File: src/verilog/rzd_pkg.sv
// Package of constants and types for the receive decoder.
package rzd_pkg;

	// ----------------------------------------
	// Register fields
	// ----------------------------------------
	localparam int CTRL_EQ_BIT = 0;
	localparam int CTRL_ZOFF_BIT = 1;
	localparam int CTRL_AOFF_BIT = 2;
	localparam int CTRL_CDIS_BIT = 3;
	localparam int REG_W = 5;

	// ----------------------------------------
	// Counts
	// ----------------------------------------
	localparam logic [7:0] ZR_DECLARE = 8'hA0;
	localparam logic [7:0] ZR_MAX = 8'hFF;
	localparam logic [4:0] WIN_LAST = 5'h1F;
	localparam logic [5:0] WIN_ONES = 6'h0A;
	localparam logic [2:0] WIN_GOOD = 3'h4;
	localparam logic [7:0] ZLIM_THREE = 8'h03;
	localparam logic [7:0] ZLIM_FOUR = 8'h04;
	localparam logic [7:0] LOS_E3_UI = 8'h20;

	// ----------------------------------------
	// Types
	// ----------------------------------------
	typedef enum logic [1:0] {
		RATE_DS3 = 2'b00,
		RATE_STS1 = 2'b01,
		RATE_E3 = 2'b10
	} rzd_rate_t;

	typedef struct packed {
		logic rclk;
		logic pos;
		logic neg;
		logic lock_lost;
		logic driver_monitor_alarm;
		logic amp_low;
		logic amp_ok;
		logic codec_disable;
		logic equalizer_on;
		logic threshold_select;
		logic host_mode;
	} rzd_pins_t;

	typedef struct packed {
		logic pulse;
		logic neg;
		logic code_err;
	} rzd_sym_t;

	typedef struct packed {
		logic sts1;
		logic equalizer_on;
		logic threshold_select;
	} rzd_lvl_t;

	typedef struct packed {
		logic lock_lost;
		logic signal_loss_indication;
		logic amplitude_loss;
		logic zero_run_loss;
		logic driver_monitor_alarm;
	} rzd_status_t;

endpackage
File: src/verilog/rzd_decoder.sv
// Receive zero-suppression decoder with loss-of-signal detection for one channel.
`timescale 1ns/1ps

module rzd_decoder #(
	parameter logic [7:0] LOS_DELAY_UI = rzd_pkg::LOS_E3_UI
) (
	// Clock and reset.
	input wire logic i_clk,
	input wire logic i_resetn,
	// Line side pins.
	input wire rzd_pkg::rzd_pins_t i_pins,
	// Configuration from host logic.
	input wire rzd_pkg::rzd_rate_t i_rate_mode,
	input wire logic [rzd_pkg::REG_W-1:0] i_receive_control_two,
	// Decoded data to the framer.
	output logic o_rpos,
	output logic o_rneg,
	output logic o_line_code_violation_out,
	output logic o_data_strobe,
	// Alarms and amplitude level selection.
	output logic o_signal_loss_indication,
	output rzd_pkg::rzd_status_t o_receive_alarm_status,
	output rzd_pkg::rzd_lvl_t o_amp_level_sel
);
	import rzd_pkg::*;

	// ----------------------------------------
	// State
	// ----------------------------------------
	typedef struct packed {
		rzd_pins_t meta;
		rzd_pins_t sync;
		logic rclk_q;
		rzd_sym_t [3:0] dly;
		logic last_neg;
		logic [7:0] zrun;
		logic zl;
		logic [4:0] win_pos;
		logic [5:0] ones;
		logic [2:0] good;
		logic al;
		logic los;
		logic [7:0] los_cnt;
		logic pos_q;
		logic neg_q;
		logic code_err_q;
		logic stb;
		rzd_lvl_t lvl;
	} rzd_state_t;

	rzd_state_t s_reg;
	rzd_state_t s_next;
	logic edge_det;
	logic is_e3;
	logic codec_on;
	logic aoff;
	logic zoff;
	logic raw_loss;
	logic raw_zero;
	logic viol;
	rzd_sym_t cur;
	logic [7:0] znext;
	logic [7:0] zlim;
	logic [5:0] ones_n;
	logic [2:0] good_n;

	// ----------------------------------------
	// Next state
	// ----------------------------------------
	always_comb
	begin
		s_next = s_reg;
		s_next.meta = i_pins;
		s_next.sync = s_reg.meta;
		s_next.rclk_q = s_reg.sync.rclk;
		s_next.stb = 1'b0;
		edge_det = s_reg.sync.rclk & ~s_reg.rclk_q;
		is_e3 = (i_rate_mode == RATE_E3);
		if (s_reg.sync.host_mode)
		begin
			codec_on = ~i_receive_control_two[CTRL_CDIS_BIT];
			aoff = i_receive_control_two[CTRL_AOFF_BIT];
			zoff = i_receive_control_two[CTRL_ZOFF_BIT];
			s_next.lvl.equalizer_on = i_receive_control_two[CTRL_EQ_BIT];
		end
		else
		begin
			codec_on = ~s_reg.sync.codec_disable;
			aoff = 1'b0;
			zoff = 1'b0;
			s_next.lvl.equalizer_on = s_reg.sync.equalizer_on;
		end
		s_next.lvl.threshold_select = s_reg.sync.threshold_select;
		s_next.lvl.sts1 = (i_rate_mode == RATE_STS1);
		zlim = is_e3 ? ZLIM_FOUR : ZLIM_THREE;
		cur.pulse = s_reg.sync.pos | s_reg.sync.neg;
		cur.neg = s_reg.sync.neg & ~s_reg.sync.pos;
		cur.code_err = 1'b0;
		raw_zero = ~cur.pulse;
		viol = cur.pulse & (cur.neg == s_reg.last_neg);
		znext = raw_zero ? ((s_reg.zrun == ZR_MAX) ? ZR_MAX : s_reg.zrun + 8'h01) : 8'h00;
		ones_n = s_reg.ones + {5'h00, cur.pulse};
		good_n = s_reg.good;
		// Amplitude detector with hysteresis from the two comparators.
		if (aoff)
			s_next.al = 1'b0;
		else if (s_reg.sync.amp_low)
			s_next.al = 1'b1;
		else if (s_reg.sync.amp_ok)
			s_next.al = 1'b0;
		if (edge_det)
		begin
			s_next.stb = 1'b1;
			s_next.pos_q = s_reg.dly[3].pulse & ~s_reg.dly[3].neg;
			s_next.neg_q = s_reg.dly[3].pulse & s_reg.dly[3].neg;
			s_next.code_err_q = s_reg.dly[3].code_err;
			s_next.zrun = znext;
			if (raw_zero && znext == zlim)
				cur.code_err = 1'b1;
			if (cur.pulse)
				s_next.last_neg = cur.neg;
			if (codec_on && viol)
			begin
				if (is_e3 && !s_reg.dly[0].pulse && !s_reg.dly[1].pulse)
				begin
					cur.pulse = 1'b0;
					s_next.dly[1].pulse = 1'b0;
					s_next.dly[2].pulse = 1'b0;
					s_next.dly[3].pulse = 1'b0;
				end
				else if (!is_e3 && !s_reg.dly[0].pulse)
				begin
					cur.pulse = 1'b0;
					s_next.dly[1].pulse = 1'b0;
					s_next.dly[2].pulse = 1'b0;
				end
				else
					cur.code_err = 1'b1;
			end
			s_next.dly[0] = cur;
			if (!(codec_on && viol && (is_e3 ? (!s_reg.dly[0].pulse && !s_reg.dly[1].pulse)
				: !s_reg.dly[0].pulse)))
			begin
				s_next.dly[1] = s_reg.dly[0];
				s_next.dly[2] = s_reg.dly[1];
				s_next.dly[3] = s_reg.dly[2];
			end
			else
			begin
				s_next.dly[1] = '{pulse: 1'b0, neg: s_reg.dly[0].neg,
					code_err: s_reg.dly[0].code_err};
				s_next.dly[2] = '{pulse: 1'b0, neg: s_reg.dly[1].neg,
					code_err: s_reg.dly[1].code_err};
				s_next.dly[3] = '{pulse: is_e3 ? 1'b0 : s_reg.dly[2].pulse,
					neg: s_reg.dly[2].neg, code_err: s_reg.dly[2].code_err};
			end
			// Zero-run detector and its window-based clearance.
			if (!s_reg.zl)
			begin
				if (znext >= ZR_DECLARE)
				begin
					s_next.zl = 1'b1;
					s_next.win_pos = 5'h00;
					s_next.ones = 6'h00;
					s_next.good = 3'h0;
				end
			end
			else if (s_reg.win_pos == WIN_LAST)
			begin
				good_n = (ones_n >= WIN_ONES) ? s_reg.good + 3'h1 : 3'h0;
				s_next.good = good_n;
				s_next.win_pos = 5'h00;
				s_next.ones = 6'h00;
				if (good_n == WIN_GOOD)
					s_next.zl = 1'b0;
			end
			else
			begin
				s_next.win_pos = s_reg.win_pos + 5'h01;
				s_next.ones = ones_n;
			end
		end
		if (zoff)
			s_next.zl = 1'b0;
		raw_loss = s_reg.al | s_reg.zl;
		if (!is_e3)
		begin
			s_next.los = raw_loss;
			s_next.los_cnt = 8'h00;
		end
		else if (edge_det)
		begin
			if (raw_loss == s_reg.los)
				s_next.los_cnt = 8'h00;
			else if (s_reg.los_cnt >= LOS_DELAY_UI - 8'h01)
			begin
				s_next.los = raw_loss;
				s_next.los_cnt = 8'h00;
			end
			else
				s_next.los_cnt = s_reg.los_cnt + 8'h01;
		end
	end

	// ----------------------------------------
	// Registers
	// ----------------------------------------
	always_ff @(posedge i_clk or negedge i_resetn)
	begin
		if (!i_resetn)
			s_reg <= '0;
		else
			s_reg <= s_next;
	end

	// ----------------------------------------
	// Outputs
	// ----------------------------------------
	assign o_rpos = s_reg.pos_q;
	assign o_rneg = s_reg.neg_q;
	assign o_line_code_violation_out = s_reg.code_err_q;
	assign o_data_strobe = s_reg.stb;
	assign o_signal_loss_indication = s_reg.los;
	assign o_amp_level_sel = s_reg.lvl;
	assign o_receive_alarm_status.lock_lost = s_reg.sync.lock_lost;
	assign o_receive_alarm_status.signal_loss_indication = s_reg.los;
	assign o_receive_alarm_status.amplitude_loss = s_reg.al;
	assign o_receive_alarm_status.zero_run_loss = s_reg.zl;
	assign o_receive_alarm_status.driver_monitor_alarm = s_reg.sync.driver_monitor_alarm;
endmodule // rzd_decoder

File: config.mk
export PLATFORM = sky130hd
export DESIGN_NAME = rzd_decoder
export DESIGN_NICKNAME = d
export VERILOG_FILES = /design/src/verilog/rzd_pkg.sv /design/src/verilog/rzd_decoder.sv
export SDC_FILE = /design/constraint.sdc
export NUM_CORES = 1
export LEC_CHECK = 0
export ABC_AREA = 0
export BUFFER_PORTS_ARGS = -buffer_cell sky130_fd_sc_hd__buf_4
export CORE_MARGIN = 3
export CORE_UTILIZATION = 40
export DETAILED_ROUTE_END_ITERATION = 8
export PLACE_DENSITY_LB_ADDON = 0.2
export SLEW_MARGIN = 20
export SYNTH_ARGS = -nofsm -noshare
export SYNTH_HDL_FRONTEND = slang
export SYNTH_SLANG_ARGS = --single-unit
File: constraint.sdc
create_clock -name i_clk -period 5.1 [get_ports i_clk]
set_clock_uncertainty 0.15 [all_clocks]
set_input_delay 0.765 -clock i_clk [delete_from_list [all_inputs] [get_ports i_clk]]
set_output_delay 0.765 -clock i_clk [all_outputs]
set_load 0.05 [all_outputs]
## Word level (Yosys, flattened, before mapping)

Cells that the tools add are included.

- Bitwise logic cells: 13
- Equality and inequality tests: 12
- $lt $le $gt $ge: 3
- Mux-type cells: 36
- Add/subtract/negate cells: 5
- Divide/modulo/power cells: 0
- Reduce and logical (&&, ||, !) cells: 17
- Shift operators: 0
- Multiply operators: 0

Operators with widths:

| operator | number |
|---|---|
| 2-to-1 mux 15 bit | 3 |
| 2-to-1 mux 8 bit | 4 |
| 2-to-1 mux 9 bit | 3 |
| 2-to-1 mux 1 bit | 22 |
| adder 8 x 1 -> 8 bit (second input constant) | 2 |
| 2-to-1 mux 11 bit | 1 |
| 2-to-1 mux 3 bit | 3 |
| equality test 8 x 3 -> 1 bit | 1 |
| equality test 8 bit (second input constant) | 1 |
| >= comparator 8 x 5 -> 1 bit (second input constant) | 1 |
| >= comparator 8 bit (second input constant) | 1 |
| logical AND 1 bit | 7 |
| adder 6 x 1 -> 6 bit | 1 |
| >= comparator 6 x 4 -> 1 bit (second input constant) | 1 |
| inverter 1 bit | 6 |
| AND reduction 3 bit | 2 |
| adder 5 x 1 -> 5 bit (second input constant) | 1 |
| bitwise AND 1 bit | 5 |
| equality test 5 bit (second input constant) | 1 |
| != test 2 x 1 -> 1 bit (second input constant) | 2 |
| != test 2 bit (second input constant) | 2 |
| AND reduction 2 bit | 2 |
| nonzero test 2 bit | 2 |
| adder 3 x 1 -> 3 bit (second input constant) | 1 |
| 7 further kinds | 11 |

- Output and inout port bits: 13
- ROM bits: 0
- Memories: 0
- Memory bits (writable): 0
- Logic and storage cells: 137
- Register bits after elaboration: 76
- Bits in latches: 0
- Input bits: 20

## Logic depth before layout (Yosys ltp)

Gate-level depths: netlist (run 1).

- Depth in word-level cells: 10
- Gate-level depth with buffers: 9
- Gate-level depth less buffers: 9

## Least setup slack after synthesis (run 1)

OpenSTA, ideal clock, no wires.

- Kind: register -> register
- From: register s_reg[62] (netlist name)
- To: register s_reg[19] (netlist name)
- Slack: 2.945 ns
- Path buffers: 0
- Period minus slack after synthesis: 2.155 ns
- Stages on the path, launching flop included: 10
- Library setup time: 0.136 ns
- Arrival time: 1.869 ns
- Cells stage by stage: dfrtp_1 -> nor2_4 -> inv_2 -> ha_1 -> ha_1 -> nand2b_1 -> a21boi_0 -> o21ai_0 -> o2111ai_1 -> o211ai_1

- Cells in the longest elaborated chain, start to end: 6

RTL lines:

| item | RTL line | RTL |
|---|---|---|
| start, declared | rzd_decoder.sv:51 | `rzd_state_t s_reg;` |
| start signal, assigned | rzd_decoder.sv:213 | `s_reg <= s_next;` |
| OR 1 bit (*) | rzd_decoder.sv:96 | `cur.pulse = s_reg.sync.pos \| s_reg.sync.neg;` |
| adder 6 x 1 -> 6 bit | rzd_decoder.sv:102 | `ones_n = s_reg.ones + {5'h00, cur.pulse};` |
| >= comparator 6 x 4 -> 1 bit | rzd_decoder.sv:170 | `good_n = (ones_n >= WIN_ONES) ? s_reg.good + 3'h1 : 3'h0;` |
| 2-to-1 mux 3 bit | rzd_decoder.sv:170 |  |
| 2-to-1 mux 3 bit | rzd_decoder.sv:168 | `else if (s_reg.win_pos == WIN_LAST)` |
| 2-to-1 mux 15 bit | rzd_decoder.sv:158 | `if (!s_reg.zl)` |

Mark *: on every way between the ends. The rest lies on a longest branch, timed or not. The select of a mux whose other input is x is not followed.
A chain may end at the register's enable or synchronous reset.

## Worst setup path in the final report (run 1)

- From: register s_reg[53] (netlist name)
- To: register s_reg[19] (netlist name)

- Cells in the longest elaborated chain, start to end: 3

RTL lines:

| item | RTL line | RTL |
|---|---|---|
| inverter 1 bit | rzd_decoder.sv:77 | `edge_det = s_reg.sync.rclk & ~s_reg.rclk_q;` |
| bitwise AND 1 bit | rzd_decoder.sv:77 |  |
| AND reduction 3 bit (no line) | - |  |

No other way between the ends.

==> results.md, run 1 <==
- Yosys cell types: 56
- Syn nets: 374
- Vias in the first global route: 2480
- Residual DRC: 0
- Overflow after GRT: 0
- Top-level port count: 33
- Die Span Y: roughly 100 um
- Post-route antenna net violation count: 0
- Setup-failing EPs final: 0
- Sw Ratio: a little under 30%
- Power share of the combinational group: approximately a tenth
- Post-synth ARST share: between 90% and 100%
- # port buffers: 31
- Row Count: 33
- Register area share after synthesis: a little over half
- Core Footprint: about 8400 sq um
- Arrival @ worst endpoint: 2.81 ns
- Min cycle time layout: between 2 and 3 ns
- Reg clk slew, reported paths: about 0.090 ns
- Routed WL: roughly 6600 um
- Initial DRC count: about 140
- Post-synth EDFFs: 0
- Num Clock Sinks: 76
- Area grow syn2layout: 12.3%
- Avg WL per Cell: between 10 and 15 um
- DRT Pass-1 Iters: 4
- Fmax achieved: about 0.37 GHz
- CP max FO: around 50
- CP endpoint kind: register
- Worst skew pair latency: approximately 0.35 ns
- Post-CTS Setup Bufs: 0
- Part of the power in registers: roughly 54%
- Total GRT Usage: between 10 and 15%
- Final std cells w/o fill: between 400 and 500
- Net switching power figure: 0.356 mW
- Hold-fix buffers, CTS: 0
- Final TNS setup: 0 ns
- Post-CTS resize count: 0
- Most common cell after layout, fill and taps aside: dfrtp_1
- Gpl congestion: a little over 0.8
- Avg Synthesized Cell Area: 10.2 sq um
- H-tree depth: 3
- RSZ-0062 raised after global routing: no
- Synth warn: 0
- Pwr Density: between 300 and 400 nW/um^2
- DR vias: approximately 2500
- Most frequent cells in the layout: dfrtp_1 (76), nand2_1 (45), buf_4 (34), a21oi_1 (25), o21ai_0 (21)
- DIE WIDTH: approximately 100 um
- Clock buffer depth: 2
- Largest net degree at the start of global routing: 77
- CTS buffer count: 9
- Relative slew slack: between 30% and 40%
- Max Cap Viol: 0
- Fillers: roughly 800
- Vias per cell: between 5 and 6
- Slew @ Worst Pin: roughly 0.93 ns
- Die area: 10000 sq um
- Status: finished clean
- Detailed placement HPWL: ~4200 um
- Max reg flops: 51
- Power share of the clock group: between 30% and 40%
- Pre-CTS setup slack: around 2.4 ns
- VDD IR max: 193 uV
- Cell area after synthesis: between 3000 and 4000 sq um
- First-pass GRT wire length: 11500 um
- Slew Viols, Final: 0
- Final period utilization: between 50% and 60%
- Clock tree root driver cell: clkbuf_8
- Final Hold Viols: 0
- Startpoint type of the worst setup path: register
- Int Pwr: 0.868 mW
- LEAKAGE: between 1.5 and 2 nW
- Crit path kind: register to register
- Final net count: just under 400
- Hold crit path type: register to register
- Ys flop type: dfrtp_1
- CTS tree: yes
- #FFs+latches synth: 76
- Placed instance count: 460
- Fraction of layout cells with a size suffix above 1: 19.4%
- Final worst-path setup slack: between 2 and 2.5 ns
- R2r setup slk: 2.40 ns
- Req. time, crit path: 5.22 ns
- Gate Count Post-Synth: about 350
- Initial Utilization: 42.2%
- Antenna Cells: 0
- Initial antenna violation count: 0
## through the flow
step / instance area (sq um) / utilization, % / power (mW) / hold slack [ns]
finish: 3970 / 47.4 / 1.22 / 0.202
global route: 3970 / 47.4 / 1.29 / 0.214
CTS: 3970 / 47.4 / 1.25 / 0.200
detailed placement: 3780 / 45.1 / 0.800 / 0.185
global placement: 3780 / 45.1 / 0.796 / 0.181
floorplan: 3540 / - / 0.752 / 0.181
## critical path, cell delays in order (launching register included)
cell and delay [ns]:
dfrtp_1 0.36, nand2b_1 0.13, buf_4 0.28, inv_1 0.56, buf_4 0.29, and3_1 0.24
a41oi_2 0.08, or3_1 0.34, o211ai_1 0.18
## cells by family (layout without fill, tap and decap cells)
kind of cell | after synthesis | after routing | share of synthesized area (%)
AND/OR/NAND/NOR | 134 | 134 | 20.1
AO/OA/AOI/OAI | 87 | 87 | 16.2
flip-flops | 76 | 76 | 53.8
buffers and inverters | 33 | 57 | 4.74
adder cells (fa/ha/maj) | 7 | 7 | 2.48
XOR/XNOR | 6 | 6 | 1.49
multiplexers | 4 | 4 | 1.24
## path summary, 6_finish.rpt
path | startpoint | endpoint | cells past startpoint
hold reg to reg | s_next[63]$_DFF_PN0_ | s_reg[63]$_DFF_PN0_ | 0
min in group asynchronous | i_resetn | s_next[61]$_DFF_PN0_ | 1
setup reg to reg | s_reg[53]$_DFF_PN0_ | s_reg[19]$_DFFE_PN0P_ | 8
hold / removal | s_next[63]$_DFF_PN0_ | s_reg[63]$_DFF_PN0_ | 0
setup / recovery | s_reg[53]$_DFF_PN0_ | s_reg[19]$_DFFE_PN0P_ | 8
max in group asynchronous | i_resetn | s_reg[20]$_DFFE_PN0P_ | 1
## synth_stat cells, types with 3 or more instances
cell type / count / area (sq um)
nand3_1: 19 / 95.1
buf_2: 5 / 25.0
mux2_2: 3 / 33.8
xnor2_1: 4 / 35.0
o21ai_2: 10 / 87.6
nand4_1: 4 / 25.0
buf_1: 3 / 11.3
nor2_1: 9 / 33.8
a41oi_1: 3 / 26.3
inv_1: 6 / 22.5
dfrtp_1: 76 / 1900
a21oi_1: 25 / 125
nor2b_1: 4 / 25.0
nand2b_1: 17 / 106
o21ai_0: 21 / 105
buf_4: 8 / 60.1
a2bb2oi_1: 3 / 26.3
a22oi_1: 3 / 22.5
ha_1: 7 / 87.6
and3_1: 10 / 62.6
nand2_1: 45 / 169
and3b_1: 3 / 26.3
nor3_1: 7 / 35.0
clkbuf_1: 9 / 33.8
## power groups by stage
stage | combinational [mW] | clock [mW] | sequential, mW
3_5_place_dp | 0.128 | 0 | 0.671
5_1_grt | 0.140 | 0.487 | 0.664
3_3_place_gp | 0.126 | 0 | 0.670
4_1_cts | 0.129 | 0.458 | 0.659
6_report | 0.126 | 0.440 | 0.658
2_1_floorplan | 0.0674 | 0 | 0.684
## metal layers
layer	wire length [um]	GRT usage, %
met1	3000	19.2
met2	3210	22.8
met3	278	4.10
met4	88	5.28
met5	0	0
## final cells by class
class / count / area [sq um] / area share, %
Tap cell: 105 / 131 / 3.31
Clock inverter: 7 / 65.1 / 1.64
Inverter: 7 / 26.3 / 0.662
Multi-Input combinational cell: 238 / 1470 / 37.0
Clock buffer: 9 / 124 / 3.12
Sequential cell: 76 / 1900 / 47.9
Timing Repair Buffer: 34 / 255 / 6.43
(Power assumes the default switching activity.)
==> run 2, diff against run 1 <==
==> constraint.sdc (replaced) <==
create_clock -name i_clk -period 2.15 [get_ports i_clk]
set_clock_uncertainty 0.15 [all_clocks]
set_input_delay 0.3225 -clock i_clk [delete_from_list [all_inputs] [get_ports i_clk]]
set_output_delay 0.3225 -clock i_clk [all_outputs]
set_load 0.05 [all_outputs]
==> run 2 against run 1 <==
Against the previous run: via count up 4.6%; first-iteration DRC count fell by 28%; count of clock-buffer cells in the layout stayed put; largest power group unchanged; utilization is 4.3 points higher; clock power rose to 2.7 times the previous value; global-route usage grew 1.1 points; power grew to 2.5 times the previous value; worst hold slack worse by 0.15 ns; flip-flop and latch count did not move.
==> results.md, run 2 (synthesis gave the netlist of run 1 again) <==
- Status: finished clean
- Vias per cell: 5.27 (-1.6%)
- Multi-input logic area: 1520 sq um (+3.5%)
- Final std cells w/o fill: 506 (+6.3%)
- Routed WL: 7080 um (+7.6%)
- Largest net degree at the start of global routing: 36 (-53%)
- Startpoint type of the worst setup path: register
- Total chip power: 3.12 mW (+150%)
- Area grow syn2layout: 22.4%
- Bufs and invs on worst path: 0 (-3)
- Crit-path slowest cell: dfrtp_1
- Max reg flops: 51 (unchanged)
- Vias in the first global route: 2681 (+8.1%)
- Worst-path cell chain: ha_1 -> and3_1 -> ha_1 -> and3_1 -> a41oi_2 -> or3_1 -> o211ai_1
- Placed instance count: 474 (+3.0%)
- CP endpoint kind: register
- Clock buffer depth: 2 (unchanged)
- Largest stage delay, worst path: 0.41 ns (-0.15 ns)
- Arrival @ worst endpoint: 2.15 ns (-0.66 ns)
- Pwr Density: 720 nW/um^2 (+130%)
- # port buffers: 31 (unchanged)
- Antenna Cells: 0 (unchanged)
- Clock tree root driver cell: clkbuf_8
- Avg WL per Cell: 14.0 um (+1.3%)
- Post-route antenna net violation count: 0 (unchanged)
- RSZ-0062 raised after global routing: no
- LEAKAGE: 1.99 nW (+8.9%)
- CP max FO: 4 (-92%)
- CTS buffer count: 9 (unchanged)
- DR vias: 2667 (+4.6%)
- Initial DRC count: 98 (-28%)
- Final period utilization: 94.3% (+41 points)
- Placement Cell Area: 3900 sq um (+3.1%)
- Residual DRC: 0 (unchanged)
- Setup-failing EPs final: 0 (unchanged)
- Most common cell after layout, fill and taps aside: dfrtp_1
- Most frequent cells in the layout: dfrtp_1 (76), buf_4 (49), nand2_1 (45), a21oi_1 (25)
- Final TNS setup: 0 ns (unchanged)
- Crit path kind: register to register
- Total GRT Usage: 15.6% (+1.1 points)
- Relative slew slack: 59.0% (+21 points)
- Initial antenna violation count: 0 (unchanged)
- Final net count: 423 (+7.6%)
- Core Footprint: 8380 sq um (unchanged)
- Worst skew pair latency: 0.35 ns (about the same)
- Fillers: 738 (-8.2%)
- Final instance area: 4330 sq um (+9.0%)
- CTS tree: yes
- VDD IR max: 365 uV (+89%)
- Gpl congestion: 0.849 (+2.4%)
- Max Cap Viol: 0 (unchanged)
- Detailed placement HPWL: 4700 um (+12%)
- Slew @ Worst Pin: 0.608 ns (-0.326 ns)
- Die Span Y: 100 um (unchanged)
- Hold crit path type: input port to register
- Delay-heaviest family, CP: simple AND/OR/NAND/NOR gates
- Initial Utilization: 42.2% (unchanged)
- Reg area: 1900 sq um (unchanged)
- DIE WIDTH: 100 um (unchanged)
- Die area: 10000 sq um (unchanged)
- H-tree depth: 3 (unchanged)
- Slew Viols, Final: 0 (unchanged)
- Row Count: 33 (unchanged)
- Reg clk slew, reported paths: 0.08 ns (about the same)
- First-pass GRT wire length: 12400 um (+7.4%)
- Top-level port count: 33 (unchanged)
- DRT Pass-1 Iters: 4 (unchanged)
- Pre-CTS setup slack: -0.0307 ns (-2.44 ns)
- Min cycle time layout: 2.03 ns (-0.670 ns)
- Final Hold Viols: 0 (unchanged)
- Final worst-path setup slack: 0.122 ns (-2.28 ns)
- Overflow after GRT: 0 (unchanged)
- Fmax achieved: 0.493 GHz (+33%)
- Req. time, crit path: 2.27 ns (-2.95 ns)
- Num Clock Sinks: 76 (unchanged)
- Fraction of layout cells with a size suffix above 1: 24.2% (+4.8 points)
run 2: layout make-up:
cell class | count | area share (%)
Clock buffer | 9 | 2.86
Multi-Input combinational cell | 238 | 35.1
Tap cell | 105 | 3.03
Inverter | 7 | 0.607
Timing Repair Buffer | 64 | 12.2
Sequential cell | 76 | 43.9
Clock inverter | 7 | 2.28
run 2: routing by layer:
metal	vias to the layer above	wire [um]	GRT usage, %
met3	5	297	5.00
li1	1324	-	-
met4	0	76	6.01
met5	-	0	0
met1	1292	3280	19.6
met2	46	3430	25.1
run 2: worst reg2reg max path, stage by stage (launching register included):
cell	delay, ns
dfrtp_1	0.41
ha_1	0.20
and3_1	0.17
ha_1	0.20
and3_1	0.25
a41oi_2	0.08
or3_1	0.34
o211ai_1	0.16
run 2: path summary, 6_finish.rpt:
| check | from | to | slack [ns] | cells after the start |
|---|---|---|---|---|
| worst max-delay path | s_reg[27]$_DFFE_PN0P_ | s_reg[19]$_DFFE_PN0P_ | 0.12 | 7 |
| min in group asynchronous | i_resetn | s_next[60]$_DFF_PN0_ | 0.32 | 2 |
| worst max register to register | s_reg[27]$_DFFE_PN0P_ | s_reg[19]$_DFFE_PN0P_ | 0.12 | 7 |
| worst min-delay path | i_receive_control_two[0] | o_amp_level_sel[1]$_DFF_PN0_ | 0.06 | 2 |
| worst min register to register | s_next[0]$_DFF_PN0_ | o_amp_level_sel[0]$_DFF_PN0_ | 0.20 | 0 |
| max in group asynchronous | i_resetn | s_reg[32]$_DFFE_PN0P_ | 0.93 | 3 |
run 2: metrics by stage:
stage          hold slack (ns)  util (%)
3_3_place_gp             0.149      46.5
2_1_floorplan           -0.123         -
4_1_cts                 0.0346      51.0
5_1_grt                 0.0314      51.6
6_report                0.0567      51.6
3_5_place_dp             0.154      46.5
run 2: repair_timing:
item / 4_1_cts / 5_1_grt
gates resized for setup: 0 / 11
hold endpoints to repair: 46 / 0
pin swaps: 1 / 2
hold buffers: 14 / 0
setup endpoints to repair: 2 / 11
buffers inserted: 2 / 0
run 2: power by group:
| part | switching [mW] | internal [mW] | total, mW |
|---|---|---|---|
| logic | 0.207 | 0.134 | 0.341 |
| clock network | 0.554 | 0.661 | 1.21 |
| registers | 0.0510 | 1.51 | 1.56 |
==> run 3, diff against run 2 <==
--- a/config.mk
+++ b/config.mk
@@ -8,7 +8,7 @@
 export ABC_AREA = 0
 export BUFFER_PORTS_ARGS = -buffer_cell sky130_fd_sc_hd__buf_4
 export CORE_MARGIN = 3
-export CORE_UTILIZATION = 40
+export CORE_UTILIZATION = 30
 export DETAILED_ROUTE_END_ITERATION = 8
 export PLACE_DENSITY_LB_ADDON = 0.2
 export SLEW_MARGIN = 20
==> run 3 against run 2 <==
Against the previous run: clock power up 21%; sequential share of layout area is 0.90 points lower; sequential power about the same; global-route usage shrank 3.9 points; die area is 31% higher; count of clock-buffer cells in the layout is the same; combinational power shrank 2%; utilization fell by 13 points; worst hold slack got worse by 0.038 ns; highest routed layer unchanged; design area increased by 2.2%; wire length is 2.4% higher.
==> results.md, run 3 (synthesis gave the netlist of run 1 again) <==
- Arrival @ worst endpoint: 2.10 ns (-0.05 ns)
- Bufs and invs on worst path: 1 (+1)
- Pwr Density: 760 nW/um^2 (+5.5%)
- Crit path kind: register to register
- First-pass GRT wire length: 12400 um (about the same)
- Vias per cell: 4.85 (-7.9%)
- DIE WIDTH: 115 um (+15%)
- Largest net degree at the start of global routing: 66 (+83%)
- CP endpoint kind: register
- Post-route antenna net violation count: 0 (unchanged)
- Num Clock Sinks: 76 (unchanged)
- Slew Viols, Final: 0 (unchanged)
- Residual DRC: 0 (unchanged)
- Fraction of layout cells with a size suffix above 1: 24.1% (-0.13 points)
- Avg WL per Cell: 13.4 um (-4.4%)
- RSZ-0062 raised after global routing: no
- Die area: 13100 sq um (+31%)
- CP max FO: 5 (+1)
- Min cycle time layout: 2.04 ns (+0.0132 ns)
- Row Count: 39 (+18%)
- Multi-input logic area: 1510 sq um (-0.41%)
- LEAKAGE: 2.01 nW (+1.3%)
- Largest stage delay, worst path: 0.44 ns (+0.03 ns)
- Fillers: 1118 (+51%)
- # port buffers: 31 (unchanged)
- Die Span Y: 115 um (+15%)
- Core Footprint: 11500 sq um (+37%)
- Total GRT Usage: 11.7% (-3.9 points)
- H-tree depth: 3 (unchanged)
- Post-CTS Setup Bufs: 0 (-2)
- Initial antenna violation count: 0 (unchanged)
- Area grow syn2layout: 25.0%
- Placed instance count: 513 (+8.2%)
- Vias in the first global route: 2504 (-6.6%)
- Relative slew slack: 57.2% (-1.8 points)
- VDD IR max: 388 uV (+6.4%)
- Fin util: 38.6% (-13 points)
- DRT Pass-1 Iters: 4 (unchanged)
- Delay-heaviest family, CP: compound AO/OA/AOI/OAI gates
- Max reg flops: 51 (unchanged)
- Clock tree root driver cell: clkbuf_16
- Reg clk slew, reported paths: 0.07 ns (about the same)
- Worst-path cell chain: nor2_4 -> inv_2 -> ha_1 -> ha_4 -> o32ai_2 -> o21ai_2 -> o2111ai_1 -> o211ai_1
- Top-level port count: 33 (unchanged)
- Setup-failing EPs final: 0 (unchanged)
- Gpl congestion: 0.833 (-1.9%)
- Status: finished clean
- Antenna Cells: 0 (unchanged)
- Initial DRC count: 88 (-10%)
- Fmax achieved: 0.490 GHz (-0.65%)
- Hold crit path type: input port to register
- Most frequent cells in the layout: dfrtp_1 (75), buf_4 (48), nand2_1 (45), a21oi_1 (25), o21ai_0 (20)
- Overflow after GRT: 0 (unchanged)
- Startpoint type of the worst setup path: register
- Max Cap Viol: 0 (unchanged)
- Clock buffer depth: 2 (unchanged)
- Initial Utilization: 30.8% (-11 points)
- Req. time, crit path: 2.20 ns (-0.07 ns)
- Final net count: 421 (-0.47%)
- Crit-path slowest cell: dfrtp_2
- Final std cells w/o fill: 542 (+7.1%)
- Detailed placement HPWL: 4810 um (+2.2%)
- Reg area: 1900 sq um (about the same)
- Final period utilization: 95.0% (+0.62 points)
- Final Hold Viols: 0 (unchanged)
- Slew @ Worst Pin: 0.635 ns (+0.0271 ns)
- CTS tree: yes
- CTS buffer count: 9 (unchanged)
- Most common cell after layout, fill and taps aside: dfrtp_1
- DR vias: 2630 (-1.4%)
- Routed WL: 7250 um (+2.4%)
- Worst skew pair latency: 0.33 ns (-0.02 ns)
run 3: cell count changes in the layout (fill, tap and decap cells not counted), sizes merged:
| cell | before | now |
|---|---|---|
| inv | 9 | 12 |
| bufinv | 2 | 0 |
| buf | 50 | 49 |
| clkinvlp | 1 | 0 |
| dlygate4sd3 | 14 | 13 |
run 3: metrics by stage:
stage          area (sq um)  hold slack, ns  setup TNS, ns  total power [mW]  worst slack, ns
4_1_cts                4400         0.00496              0              3.44           0.0236
3_5_place_dp           3960          0.0345        -0.0346              1.92          -0.0346
5_1_grt                4420          0.0133              0              3.53       0.00000577
3_3_place_gp           3960          0.0341              0              1.91           0.0372
6_report               4420          0.0185              0              3.36            0.108
2_1_floorplan          3540          -0.123              0              1.78           0.0200
run 3: where the power goes:
part           switching, mW  internal, mW  total (mW)
clock                  0.648         0.814        1.46
sequential            0.0518          1.51        1.56
combinational          0.206         0.128       0.335
run 3: layout make-up:
cell class / count / area share, %
sequential: 76 / 43.0
clock inverter: 7 / 1.50
clock buffer: 9 / 5.09
multi-input combinational: 238 / 34.2
inverter: 7 / 0.594
timing repair buffer: 62 / 11.5
tap: 143 / 4.05
run 3: repair_timing:
action	CTS	global route
pin swaps	2	0
endpoints found under the setup margin	2	14
hold buffers	13	0
hold endpoints to repair	23	0
gates resized for setup	2	8
run 3: path summary, 6_finish.rpt:
path                                           from                               endpoint  slack, ns  cells past startpoint
setup / recovery                s_reg[63]$_DFF_PN0_                  s_reg[19]$_DFFE_PN0P_       0.11                      8
hold / removal             i_receive_control_two[2]  o_receive_alarm_status[2]$_DFFE_PN0P_       0.02                      2
setup reg to reg                s_reg[63]$_DFF_PN0_                  s_reg[19]$_DFFE_PN0P_       0.11                      8
hold reg to reg                s_next[63]$_DFF_PN0_                    s_reg[63]$_DFF_PN0_       0.20                      0
max in group asynchronous                  i_resetn                    s_reg[63]$_DFF_PN0_       1.02                      3
min in group asynchronous                  i_resetn                  s_reg[24]$_DFFE_PN0P_       0.22                      2
run 3: worst register-to-register path: stages, from the launching register on:
cell and delay (ns):
dfrtp_2 0.44, nor2_4 0.12, inv_2 0.05, ha_1 0.22, ha_4 0.24, o32ai_2 0.27
o21ai_2 0.13, o2111ai_1 0.18, o211ai_1 0.11
run 3: routing by layer:
metal  track usage [%]  up-vias  part of all wire (%)
met5                 0        -                     0
met1              16.1     1271                    49
met3              2.54        2                   3.2
met4              3.80        0                  0.63
li1                  -     1316                     -
met2              18.4       41                    47
